<file path="config.mk">
export PLATFORM = sky130hd
export DESIGN_NAME = reset_status_and_delay_sequencer
export DESIGN_NICKNAME = d
export VERILOG_FILES = /design/src/logic/rst_seq_pkg.sv /design/src/logic/reset_status_and_delay_sequencer.sv
export SDC_FILE = /design/constraint.sdc
export NUM_CORES = 1
export LEC_CHECK = 0
export ABC_AREA = 0
export BUFFER_PORTS_ARGS = -buffer_cell sky130_fd_sc_hd__buf_2
export CAP_MARGIN = 40
export CORE_ASPECT_RATIO = 0.5
export CORE_UTILIZATION = 52
export CTS_CLUSTER_SIZE = 8
export DETAILED_ROUTE_END_ITERATION = 8
export PLACE_DENSITY = 0.77
export SLEW_MARGIN = 10
export SYNTH_ARGS = -nofsm -noshare
export SYNTH_HDL_FRONTEND = slang
export SYNTH_SLANG_ARGS = --single-unit
export TNS_END_PERCENT = 5
</file>
<file path="constraint.sdc">
create_clock -name pclk -period 4 [get_ports pclk]
set_clock_uncertainty 0.1 [all_clocks]
set_input_delay 0.6 -clock pclk [delete_from_list [all_inputs] [get_ports pclk]]
set_output_delay 0.6 -clock pclk [all_outputs]
set_load 0.03 [all_outputs]
</file>
<file path="src/logic/rst_seq_pkg.sv">
package rst_seq_pkg;
  // Timing, clock rate and derived cycle counts
  localparam int CLK_PERIOD_NS = 25;
  localparam int POWERON_DELAY_US = 10;
  localparam int TSTART_REG_US = 20;
  localparam int TPWRT_MS = 64;
  localparam int TRST_US = 20;
  localparam int TLOCK_US = 20;
  localparam int MONITOR_START_DELAY_US = 100;
  localparam int POWERON_DELAY_CYC = (POWERON_DELAY_US * 1000 + CLK_PERIOD_NS - 1) / CLK_PERIOD_NS;
  localparam int TSTART_REG_CYC = (TSTART_REG_US * 1000 + CLK_PERIOD_NS - 1) / CLK_PERIOD_NS;
  localparam int TPWRT_CYC = (TPWRT_MS * 1000000 + CLK_PERIOD_NS - 1) / CLK_PERIOD_NS;
  localparam int TRST_CYC = (TRST_US * 1000 + CLK_PERIOD_NS - 1) / CLK_PERIOD_NS;
  localparam int TLOCK_CYC = (TLOCK_US * 1000 + CLK_PERIOD_NS - 1) / CLK_PERIOD_NS;
  localparam int MONITOR_START_DELAY_CYC = (MONITOR_START_DELAY_US * 1000 + CLK_PERIOD_NS - 1) / CLK_PERIOD_NS;
  localparam int OST_PERIODS = 1024;
  localparam int DLY_W = 23;
  // Register byte offsets
  localparam logic [11:0] OFF_STATUS = 12'h000;
  localparam logic [11:0] OFF_SEQ = 12'h004;
  // Status register bit positions and value after reset
  localparam int B_TRAP = 15;
  localparam int B_ILLOP = 14;
  localparam int B_VREG = 8;
  localparam int B_PIN = 7;
  localparam int B_SOFT = 6;
  localparam int B_WDEN = 5;
  localparam int B_WDOG_TIMEOUT_FLAG = 4;
  localparam int B_SLEEP = 3;
  localparam int B_IDLE = 2;
  localparam int B_BOR = 1;
  localparam int B_POR = 0;
  localparam logic [15:0] STATUS_RST = 16'h0003;
  localparam logic [15:0] STATUS_IMPL = 16'hc1ff;
  // Oscillator source codes
  localparam logic [2:0] OSC_FRC = 3'h0;
  localparam logic [2:0] OSC_FRCPLL = 3'h1;
  localparam logic [2:0] OSC_PRI = 3'h2;
  localparam logic [2:0] OSC_PRIPLL = 3'h3;
  localparam logic [2:0] OSC_SOSC = 3'h4;
  localparam logic [2:0] OSC_LPRC = 3'h5;
  // Sequencer states
  typedef enum logic [3:0] {
    S_HOLD = 4'h1,
    S_CLKWAIT = 4'h2,
    S_RUN = 4'h4,
    S_WAKE = 4'h8
  } seq_state_t;
endpackage

</file>
<file path="src/logic/reset_status_and_delay_sequencer.sv">
// The address map and the APB slave port were chosen for this implementation.
`timescale 1ns/10ps
module reset_status_and_delay_sequencer #(
  parameter int POWERUP_TIMER_CYCLES = rst_seq_pkg::TPWRT_CYC
) (
  input wire logic pclk, // APB clock, 40 MHz
  input wire logic presetn, // Async reset, active low
  input wire logic psel, // APB select
  input wire logic penable, // APB enable
  input wire logic pwrite, // APB direction
  input wire logic [11:0] paddr, // APB byte address
  input wire logic [31:0] pwdata, // APB write data
  input wire logic [3:0] pstrb, // APB byte strobes
  output logic [31:0] prdata, // APB read data
  output logic pready, // APB ready
  output logic pslverr, // APB error
  input wire logic por_req, // Power-on reset pulse
  input wire logic bor_req, // Brown-out reset pulse
  input wire logic pin_master_clear_n, // Master-clear pin, async
  input wire logic soft_reset_req, // Reset instruction pulse
  input wire logic wdog_timeout, // Watchdog time-out pulse
  input wire logic trap_conflict, // Trap conflict pulse
  input wire logic illegal_op, // Illegal opcode/mode/W pulse
  input wire logic power_save_sleep, // Sleep instruction pulse
  input wire logic power_save_idle, // Idle instruction pulse
  input wire logic wake_req, // Wake from Sleep pulse
  input wire logic regulator_en, // On-chip regulator enabled
  input wire logic clock_switch_en, // Clock switching enabled
  input wire logic [2:0] config_osc_select, // Configured source
  input wire logic [2:0] current_osc_select, // Current source
  input wire logic primary_is_crystal, // Primary source is a crystal
  input wire logic wdog_fuse_enable, // Watchdog fuse enable
  input wire logic clock_fail_monitor_en, // Clock monitor enabled
  input wire logic osc_tick, // Oscillator period, async
  input wire logic pll_lock, // PLL lock, async
  input wire logic osc_valid, // Clock present, async
  output logic system_reset_n, // System reset, active low
  output logic [2:0] osc_select, // Applied clock source
  output logic clock_released, // Valid clock given to system
  output logic cpu_run, // Code execution allowed
  output logic monitor_active, // Clock monitor watching
  output logic clock_fail_trap, // Clock-fail trap pulse
  output logic wdog_enable, // Watchdog enable
  output logic regulator_sleep_keep // Regulator stays on in Sleep
);

  // Synchroniser for the asynchronous inputs
  logic [3:0] async_in;
  logic [3:0] sync1_r;
  logic [3:0] sync2_r;
  logic [3:0] sync3_r;
  logic [3:0] filt_r;
  logic tick_prev_r;
  logic pin_low;
  logic tick_rise;
  logic lock_ok;
  logic clk_ok_in;

  assign async_in = {osc_valid, pll_lock, osc_tick, ~pin_master_clear_n};

  always_ff @(posedge pclk or negedge presetn) begin
    if (!presetn) begin
      sync1_r <= 4'h0;
      sync2_r <= 4'h0;
      sync3_r <= 4'h0;
    end else begin
      sync1_r <= async_in;
      sync2_r <= sync1_r;
      sync3_r <= sync2_r;
    end
  end

  // A bit changes once the second and third stages agree
  always_ff @(posedge pclk or negedge presetn) begin
    if (!presetn) begin
      filt_r <= 4'h0;
      tick_prev_r <= 1'b0;
    end else begin
      for (int i = 0; i < 4; i++) begin
        if (sync2_r[i] == sync3_r[i]) begin
          filt_r[i] <= sync3_r[i];
        end
      end
      tick_prev_r <= filt_r[1];
    end
  end

  assign pin_low = filt_r[0];
  assign tick_rise = filt_r[1] & ~tick_prev_r;
  assign lock_ok = filt_r[2];
  assign clk_ok_in = filt_r[3];

  // Reset event classification; start-up counts as power-on
  logic start_r;
  logic por_evt;
  logic bor_evt;
  logic pin_evt;
  logic oth_evt;
  logic any_evt;

  always_ff @(posedge pclk or negedge presetn) begin
    if (!presetn) begin
      start_r <= 1'b1;
    end else begin
      start_r <= 1'b0;
    end
  end

  assign por_evt = por_req | start_r;
  assign bor_evt = bor_req;
  assign pin_evt = pin_low;
  assign oth_evt = soft_reset_req | wdog_timeout | trap_conflict | illegal_op;
  assign any_evt = por_evt | bor_evt | pin_evt | oth_evt;

  // APB decode
  logic wr_en;
  logic rd_sel_status;
  logic rd_sel_seq;
  logic [15:0] status_r;
  logic [15:0] status_nxt;
  logic [15:0] wmask;
  logic [15:0] hw_set;
  logic [15:0] hw_clr;

  assign pready = 1'b1;
  assign wr_en = psel & penable & pwrite & (paddr == rst_seq_pkg::OFF_STATUS);
  assign rd_sel_status = (paddr == rst_seq_pkg::OFF_STATUS);
  assign rd_sel_seq = (paddr == rst_seq_pkg::OFF_SEQ);
  assign wmask = {{8{pstrb[1]}}, {8{pstrb[0]}}} & rst_seq_pkg::STATUS_IMPL;

  // Hardware clear events per flag
  always_comb begin
    hw_clr = 16'h0000;
    if (por_evt) begin
      hw_clr = ~(16'h0001 << rst_seq_pkg::B_POR);
      hw_clr[rst_seq_pkg::B_VREG] = 1'b0;
      hw_clr[rst_seq_pkg::B_WDEN] = 1'b0;
    end
    if (bor_evt) begin
      hw_clr[rst_seq_pkg::B_TRAP] = 1'b1;
      hw_clr[rst_seq_pkg::B_ILLOP] = 1'b1;
      hw_clr[rst_seq_pkg::B_SOFT] = 1'b1;
      hw_clr[rst_seq_pkg::B_WDOG_TIMEOUT_FLAG] = 1'b1;
      hw_clr[rst_seq_pkg::B_SLEEP] = 1'b1;
      hw_clr[rst_seq_pkg::B_IDLE] = 1'b1;
    end
    if (power_save_sleep | power_save_idle) begin
      hw_clr[rst_seq_pkg::B_WDOG_TIMEOUT_FLAG] = 1'b1;
    end
  end

  // Hardware set events per flag
  always_comb begin
    hw_set = 16'h0000;
    hw_set[rst_seq_pkg::B_TRAP] = trap_conflict;
    hw_set[rst_seq_pkg::B_ILLOP] = illegal_op;
    hw_set[rst_seq_pkg::B_PIN] = pin_evt;
    hw_set[rst_seq_pkg::B_SOFT] = soft_reset_req;
    hw_set[rst_seq_pkg::B_WDOG_TIMEOUT_FLAG] = wdog_timeout;
    hw_set[rst_seq_pkg::B_SLEEP] = power_save_sleep;
    hw_set[rst_seq_pkg::B_IDLE] = power_save_idle;
    hw_set[rst_seq_pkg::B_BOR] = bor_evt | por_evt;
    hw_set[rst_seq_pkg::B_POR] = por_evt;
  end

  // Software write, then hardware clear, then hardware set wins
  always_comb begin
    status_nxt = status_r;
    if (wr_en) begin
      status_nxt = (status_r & ~wmask) | (pwdata[15:0] & wmask);
    end
    status_nxt = (status_nxt & ~hw_clr) | hw_set;
    status_nxt = status_nxt & rst_seq_pkg::STATUS_IMPL;
  end

  always_ff @(posedge pclk or negedge presetn) begin
    if (!presetn) begin
      status_r <= rst_seq_pkg::STATUS_RST;
    end else begin
      status_r <= status_nxt;
    end
  end

  assign wdog_enable = wdog_fuse_enable | status_r[rst_seq_pkg::B_WDEN];
  assign regulator_sleep_keep = status_r[rst_seq_pkg::B_VREG];

  // Clock source taken at each reset event
  logic [2:0] osc_sel_r;
  logic frc_fallback_r;
  logic is_crystal;
  logic is_pll;

  always_ff @(posedge pclk or negedge presetn) begin
    if (!presetn) begin
      osc_sel_r <= rst_seq_pkg::OSC_FRC;
    end else if (any_evt) begin
      if (!clock_switch_en || por_evt || bor_evt) begin
        osc_sel_r <= config_osc_select;
      end else begin
        osc_sel_r <= current_osc_select;
      end
    end
  end

  assign is_crystal = ((osc_sel_r == rst_seq_pkg::OSC_PRI) && primary_is_crystal) ||
                      ((osc_sel_r == rst_seq_pkg::OSC_PRIPLL) && primary_is_crystal) ||
                      (osc_sel_r == rst_seq_pkg::OSC_SOSC);
  assign is_pll = (osc_sel_r == rst_seq_pkg::OSC_FRCPLL) ||
                  (osc_sel_r == rst_seq_pkg::OSC_PRIPLL);
  assign osc_select = frc_fallback_r ? rst_seq_pkg::OSC_FRC : osc_sel_r;

  // Reset hold length by reset type
  logic [rst_seq_pkg::DLY_W-1:0] start_cyc;
  logic [rst_seq_pkg::DLY_W-1:0] hold_load;

  always_comb begin
    if (regulator_en) begin
      start_cyc = rst_seq_pkg::DLY_W'(rst_seq_pkg::TSTART_REG_CYC);
    end else begin
      start_cyc = rst_seq_pkg::DLY_W'(POWERUP_TIMER_CYCLES);
    end
    if (por_evt) begin
      hold_load = rst_seq_pkg::DLY_W'(rst_seq_pkg::POWERON_DELAY_CYC + rst_seq_pkg::TRST_CYC)
                  + start_cyc;
    end else if (bor_evt) begin
      hold_load = rst_seq_pkg::DLY_W'(rst_seq_pkg::TRST_CYC) + start_cyc;
    end else begin
      hold_load = rst_seq_pkg::DLY_W'(rst_seq_pkg::TRST_CYC);
    end
  end

  // Sequencer state and delay counter
  rst_seq_pkg::seq_state_t state_r;
  logic [rst_seq_pkg::DLY_W-1:0] dly_r;
  logic clk_ok;

  always_ff @(posedge pclk or negedge presetn) begin
    if (!presetn) begin
      state_r <= rst_seq_pkg::S_HOLD;
      dly_r <= '0;
    end else if (any_evt) begin
      state_r <= rst_seq_pkg::S_HOLD;
      dly_r <= hold_load;
    end else begin
      case (state_r)
        rst_seq_pkg::S_HOLD: begin
          if (dly_r <= rst_seq_pkg::DLY_W'(1)) begin
            state_r <= rst_seq_pkg::S_CLKWAIT;
            dly_r <= '0;
          end else begin
            dly_r <= dly_r - rst_seq_pkg::DLY_W'(1);
          end
        end
        rst_seq_pkg::S_CLKWAIT: begin
          if (clk_ok || frc_fallback_r) begin
            state_r <= rst_seq_pkg::S_RUN;
          end
        end
        rst_seq_pkg::S_RUN: begin
          if (wake_req && regulator_en) begin
            state_r <= rst_seq_pkg::S_WAKE;
            dly_r <= start_cyc;
          end
        end
        rst_seq_pkg::S_WAKE: begin
          if (dly_r <= rst_seq_pkg::DLY_W'(1)) begin
            state_r <= rst_seq_pkg::S_RUN;
            dly_r <= '0;
          end else begin
            dly_r <= dly_r - rst_seq_pkg::DLY_W'(1);
          end
        end
        default: begin
          state_r <= rst_seq_pkg::S_HOLD;
          dly_r <= '0;
        end
      endcase
    end
  end

  assign system_reset_n = (state_r != rst_seq_pkg::S_HOLD);

  // Oscillator start-up and PLL lock, running beside the reset hold
  logic [10:0] ost_r;
  logic ost_done;
  logic [11:0] lock_r;
  logic pll_done;

  always_ff @(posedge pclk or negedge presetn) begin
    if (!presetn) begin
      ost_r <= 11'h000;
    end else if (any_evt) begin
      ost_r <= 11'h000;
    end else if (tick_rise && !ost_done) begin
      ost_r <= ost_r + 11'h001;
    end
  end

  assign ost_done = !is_crystal || (ost_r == 11'(rst_seq_pkg::OST_PERIODS));

  // Lock wait starts once the crystal has started
  always_ff @(posedge pclk or negedge presetn) begin
    if (!presetn) begin
      lock_r <= 12'h000;
    end else if (any_evt) begin
      lock_r <= 12'h000;
    end else if (is_pll && ost_done && lock_ok && !pll_done) begin
      lock_r <= lock_r + 12'h001;
    end
  end

  assign pll_done = !is_pll || (lock_r == 12'(rst_seq_pkg::TLOCK_CYC));
  assign clk_ok = ost_done && pll_done;
  assign clock_released = clk_ok || frc_fallback_r;
  assign cpu_run = (state_r == rst_seq_pkg::S_RUN);

  // Clock monitor start after reset release
  logic [11:0] mon_r;
  logic mon_on_r;
  logic mon_start;

  always_ff @(posedge pclk or negedge presetn) begin
    if (!presetn) begin
      mon_r <= 12'h000;
      mon_on_r <= 1'b0;
    end else if (any_evt || !system_reset_n) begin
      mon_r <= 12'h000;
      mon_on_r <= 1'b0;
    end else if (mon_start) begin
      mon_on_r <= 1'b1;
    end else if (!mon_on_r) begin
      mon_r <= mon_r + 12'h001;
    end
  end

  assign mon_start = system_reset_n && !mon_on_r && (!(is_crystal || is_pll) ||
                     (mon_r == 12'(rst_seq_pkg::MONITOR_START_DELAY_CYC - 1)));
  assign monitor_active = mon_on_r & clock_fail_monitor_en;

  // Fallback to fast RC and one-cycle trap when no clock at monitor start
  logic trap_r;

  always_ff @(posedge pclk or negedge presetn) begin
    if (!presetn) begin
      frc_fallback_r <= 1'b0;
      trap_r <= 1'b0;
    end else if (any_evt) begin
      frc_fallback_r <= 1'b0;
      trap_r <= 1'b0;
    end else begin
      trap_r <= 1'b0;
      if (mon_start && clock_fail_monitor_en && !clk_ok_in) begin
        frc_fallback_r <= 1'b1;
        trap_r <= 1'b1;
      end
    end
  end

  assign clock_fail_trap = trap_r;

  // Read data and error answer
  always_comb begin
    prdata = 32'h0000_0000;
    pslverr = 1'b0;
    if (psel && penable) begin
      if (rd_sel_status) begin
        prdata = {16'h0000, status_r};
      end else if (rd_sel_seq) begin
        prdata = {22'h0, frc_fallback_r, monitor_active, clock_released,
                  osc_select, state_r};
      end else begin
        pslverr = 1'b1;
      end
    end
  end

endmodule

</file>
==> Yosys cells after proc, flatten, opt, wreduce, memory -nomap -nowiden <==
Index checks and enable logic that the tools add are counted.
W data, S select, Z words.
{ "word_totals": {"mem_count": 0, "register_bits": 97, "out_inout_bits": 44, "word_cells": 155, "latchBits": 0, "in_bits": 77, "ramBits": 0, "romBits": 0} }
{ "classes": {"order_cmp": 1, "shift": 0, "n_addsub": 6, "muxes": 40, "bitwise": 23, "mul": 0, "reduce_logical": 42, "eq_ne": 24, "div": 0} }
{ "ops": {"columns": ["op", "n"], "rows": [
  ["$mux W23", 5],
  ["$pmux W23 S3", 1],
  ["$mux W16", 4],
  ["$mux W12", 5],
  ["$and A16 B16 Y16", 3],
  ["$not A16 Y16", 2],
  ["$or A16 B16 Y16", 2],
  ["$add A12 B1 Y12 const B", 2],
  ["$add A10 B23 Y23 const A", 1],
  ["$add A11 B23 Y23 const A", 1],
  ["$le A23 B1 Y1 const B", 1],
  ["$sub A23 B1 Y23 const B", 1],
  ["$mux W11", 2],
  ["$mux W22", 1],
  ["$mux W4", 5],
  ["$pmux W4 S4", 1],
  ["$logic_and A1 B1 Y1", 13],
  ["$eq A12 B10 Y1 const B", 1],
  ["$eq A12 B12 Y1 const B", 1],
  ["$eq A12 B3 Y1 const B", 1],
  ["$logic_not A12 Y1", 1],
  ["$add A11 B1 Y11 const B", 1],
  ["$eq A11 B11 Y1 const B", 1],
  ["$logic_or A1 B1 Y1", 11],
  ["other kinds (25)", 69]
]} }

==> Depth between registers and ports, before layout <==
{ "logic_depth": {"word_depth": 12, "mapped_depth": 8, "ltp_nobuf": 7} }

==> Worst setup path after synthesis <==
OpenSTA, ideal clock, no wires.
{ "synth_timing": {"path_type": "flip-flop to output port", "from": "register lock_r[0]", "to": "output prdata[7]", "t_arrival_ns": 1.921, "n_path_buf": 0, "required_time_ns": 3.300, "setup_slack_ns": 1.379, "path_stages_with_launch": 8, "path_cell_list": "dfrtp_1 -> inv_1 -> ha_1 -> nor4bb_1 -> nand3_1 -> a21boi_0 -> o21ai_0 -> a21oi_1"} }
{ "synth_between": {"elab_chain_cells": 7} }
{ "synth_rtl": {"columns": ["element", "line", "source"], "rows": [
  ["from (decl)", "reset_status_and_delay_sequencer.sv:286", "logic [11:0] lock_r;"],
  ["from (signal assigned)", "reset_status_and_delay_sequencer.sv:308", "lock_r <= lock_r + 12'h001;"],
  ["$eq A12 B10 Y1", "reset_status_and_delay_sequencer.sv:312", "assign pll_done = !is_pll || (lock_r == 12'(rst_seq_pkg::TLOCK_CYC));"],
  ["$logic_or A1 B1 Y1", "reset_status_and_delay_sequencer.sv:312", null],
  ["$logic_and A1 B1 Y1", "reset_status_and_delay_sequencer.sv:313", "assign clk_ok = ost_done && pll_done;"],
  ["$logic_or A1 B1 Y1", "reset_status_and_delay_sequencer.sv:314", "assign clock_released = clk_ok || frc_fallback_r;"],
  ["$mux W10", "reset_status_and_delay_sequencer.sv:368", "end else if (rd_sel_seq) begin"],
  ["$mux W16", "reset_status_and_delay_sequencer.sv:366", "if (rd_sel_status) begin"],
  ["$mux W16", "reset_status_and_delay_sequencer.sv:365", "if (psel && penable) begin"],
  ["to (decl)", "reset_status_and_delay_sequencer.sv:14", "output logic [31:0] prdata,"]
]} }
Every way passes these cells.

==> Worst setup path in the final report <==
{ "layout_timing": {"from": "register ost_r[0]", "to": "output prdata[7]"} }
{ "layout_between": {"elab_chain_cells": 7} }
{ "layout_rtl": {"columns": ["element", "line", "source"], "rows": [
  ["from (decl)", "reset_status_and_delay_sequencer.sv:284", "logic [10:0] ost_r;"],
  ["from (signal assigned)", "reset_status_and_delay_sequencer.sv:295", "ost_r <= ost_r + 11'h001;"],
  ["$eq A11 B11 Y1", "reset_status_and_delay_sequencer.sv:299", "assign ost_done = !is_crystal || (ost_r == 11'(rst_seq_pkg::OST_PERIODS));"],
  ["$logic_or A1 B1 Y1", "reset_status_and_delay_sequencer.sv:299", null],
  ["$logic_and A1 B1 Y1", "reset_status_and_delay_sequencer.sv:313", null],
  ["$logic_or A1 B1 Y1", "reset_status_and_delay_sequencer.sv:314", null],
  ["$mux W10", "reset_status_and_delay_sequencer.sv:368", null],
  ["$mux W16", "reset_status_and_delay_sequencer.sv:366", null],
  ["$mux W16", "reset_status_and_delay_sequencer.sv:365", null]
]} }
Every way passes these cells.

==> summary.txt <==
Place
  • Placer Congestion: 0.847
  • Post-DP HPWL: 8860 um
  • Dpl ws: 1200 ps
  • PortBufs: 76
  • Cell total after placement: 778

Timing
  • Final setup vio count: 0
  • Worst setup margin: 958 ps
  • RSZ-0062 raised after global routing: false
  • Final TNS setup: 0 ps
  • Fmax: 329 MHz
  • Final Max Slew Viols: 0
  • Tmin final: 3040 ps
  • Tcrit/Tclk final: 76.0%
  • Worst Tran Pin Value: 826 ps
  • Fin. Hold Viols: 0
  • Relative slew slack: 45.0%

Die
  • Io pins: 121
  • Row count: 26
  • Area of the core: 10400 um^2
  • Starting Density: 54.3%
  • Die Span Y: 75.6 um
  • Die W: 149 um
  • Die area: 11300 um^2

Clocking
  • Hold_buf cts: 0
  • Postcts setup bufs: 0
  • Clock sinks: 97
  • TritonCTS clock tree: built
  • Clk root buf: clkbuf_16
  • Worst-path clk slew: 70 ps
  • Worst-Skew Late Latency: 350 ps
  • Clock Path Buffers: 2
  • Total CTS buffers: 9
  • Post-cts sizing count: 0
  • Depth of the CTS H-tree: 3

Global route
  • Met2 GRT Util: 39.7%
  • Gr usage total: 23.3%
  • Largest net degree at the start of global routing: 66
  • Initial antenna violation count: 0
  • Met3 usage: 4.91%
  • Most used routing layer: met2
  • Vias in the first global route: 4206
  • First-pass GRT wire length: 20400 um
  • Met1 Use GR: 30.4%
  • Overflow left after global routing: 0

Final layout
  • Nets: 733
  • Number of diodes: 0
  • Seq. cell area: 2430 um^2
  • Synthesis-to-finish area growth: 12.8%
  • Layout cell share with drive strength beyond 1: 21.0%
  • Commonest non-fill, non-tap cells in the layout: dfrtp_1, buf_2, nor2_1, nand2_1, conb_1
  • Multi-input logic area: 2930 um^2
  • Finished Layout Cells: 793
  • Commonest non-fill, non-tap cell in the layout: dfrtp_1
  • # fillers: 890

Worst setup path
  • CP Capture Type: output pin
  • Worst EP required: 3300 ps
  • Data arrival, critical path: 2340 ps
  • Startpoint types: register
  • CP max FO: 6
  • Setup CP Type: register to output pin

Drt
  • Vias per inst: 5.87
  • WL final: 12600 um
  • Antenna Nets Post-Route: 0
  • DRT Pass-1 Iters: 5
  • Routed wire per std cell: 15.9 um
  • Vias: 4656
  • DRC Markers: 0
  • Detailed Route Iter0 Violations: 286

Power
  • Peak VDD IR: 257 uV
  • Static Leakage: 0.00278 uW
  • Power Density: 341 nW/um^2

Logic synthesis
  • Synth Register Bits: 97
  • Syn Inst Count: 581
  • Post-synth EDFFs: 0
  • Mean Syn Cell Area: 9.70 um^2
  • Post-synthesis sequential area ratio: 43.2%
  • Cell area after synthesis: 5640 um^2
  • Top FF cell, synth: dfrtp_1
  • FFs w/ async S/R, synth: 100%
  • Synth warnings: 0
  • Synth unique cells: 77

Run
  • Max Cap Violations: 0

Hold path
  • Min-Delay Path Class: register to register

Outcome
  • Status: complete, no violations
## routing by layer
layer | part of all wire [%] | vias to the layer above
li1 | - | 2220
met1 | 45 | 2290
met2 | 49 | 123
met3 | 4.5 | 23
met4 | 1.6 | 0
met5 | 0 | -
## logic make-up after synthesis
kind of cell / share of synthesized area (%)
AND/OR/NAND/NOR: 25.6
AO/OA/AOI/OAI: 15.0
flip-flops: 43.2
buffers and inverters: 6.22
XOR/XNOR: 3.73
multiplexers: 3.97
adder cells (fa/ha/maj): 2.26
other: 0.133
## worst max-delay path, cell delays in order (launching register included)
cell	delay, ps
dfrtp_1	400
inv_1	100
ha_1	150
nor4b_2	240
a32o_2	330
a21boi_0	300
o21ai_0	120
a21oi_1	130
buf_2	210
## synth_stat cells, types with 5 or more instances
master | number | area (um^2)
nand3_1 | 17 | 85.1
inv_1 | 20 | 75.1
xor2_1 | 5 | 43.8
xnor2_1 | 19 | 166
o31ai_1 | 6 | 45.0
buf_2 | 7 | 35.0
mux2i_1 | 19 | 190
nand2_1 | 34 | 128
or4_1 | 8 | 60.1
nand4_1 | 9 | 56.3
dfrtp_1 | 93 | 2330
nor3b_1 | 5 | 37.5
o21ai_0 | 14 | 70.1
nor4_1 | 10 | 62.6
a211o_1 | 5 | 43.8
nor4_2 | 9 | 113
nor3_1 | 14 | 70.1
nor3_2 | 8 | 80.1
and2_1 | 7 | 43.8
a21o_1 | 10 | 75.1
nor2b_1 | 6 | 37.5
o21bai_1 | 5 | 37.5
ha_1 | 7 | 87.6
nor2_1 | 66 | 248
or3_1 | 8 | 50.1
clkbuf_1 | 11 | 41.3
nor4b_2 | 6 | 90.1
buf_4 | 22 | 165
a21oi_1 | 20 | 100
o21ai_1 | 16 | 80.1
## cell type report
cell class              count  share of cell area (%)
inverters                  20                    1.18
clock buffers               9                    3.54
well taps                 140                    2.76
clock inverters             6                    1.44
repair buffers             82                    6.73
multi-input cells         439                    46.1
flip-flops and latches     97                    38.3
## power by group
| group | switching, uW | total, uW | internal (uW) |
|---|---|---|---|
| logic | 130 | 201 | 70.7 |
| clock network | 383 | 932 | 549 |
| registers | 27.8 | 1040 | 1010 |
## sequential cells by signal, indices dropped and copies added (netlist names), 9 cells and up, named ones only
register,flops
dly_r,23
lock_r,12
mon_r,12
ost_r,11
status_r,9
## final timing paths
| check | start | end | slack [ps] | cells past startpoint |
|---|---|---|---|---|
| min | sync1_r[1] | sync2_r[1] | 250 | 0 |
| min in group asynchronous | presetn | sync1_r[0] | 260 | 1 |
| max in group asynchronous | presetn | lock_r[6] | 2790 | 2 |
| min reg2reg | sync1_r[1] | sync2_r[1] | 250 | 0 |
| max | ost_r[0] | prdata[7] | 960 | 8 |
| max reg2reg | dly_r[20] | dly_r[7] | 1460 | 5 |
## stage by stage
| stage | power, uW | utilization [%] | hold WS [ps] | instance area [um^2] |
|---|---|---|---|---|
| floorplan | 1190 | - | 204 | 5710 |
| global placement | 1250 | 58.2 | 232 | 6040 |
| detailed placement | 1260 | 58.2 | 236 | 6040 |
| CTS | 2180 | 61.2 | 251 | 6360 |
| global route | 2250 | 61.2 | 246 | 6360 |
| finish | 2170 | 61.2 | 249 | 6360 |
Power figures use the tool's default switching activity.
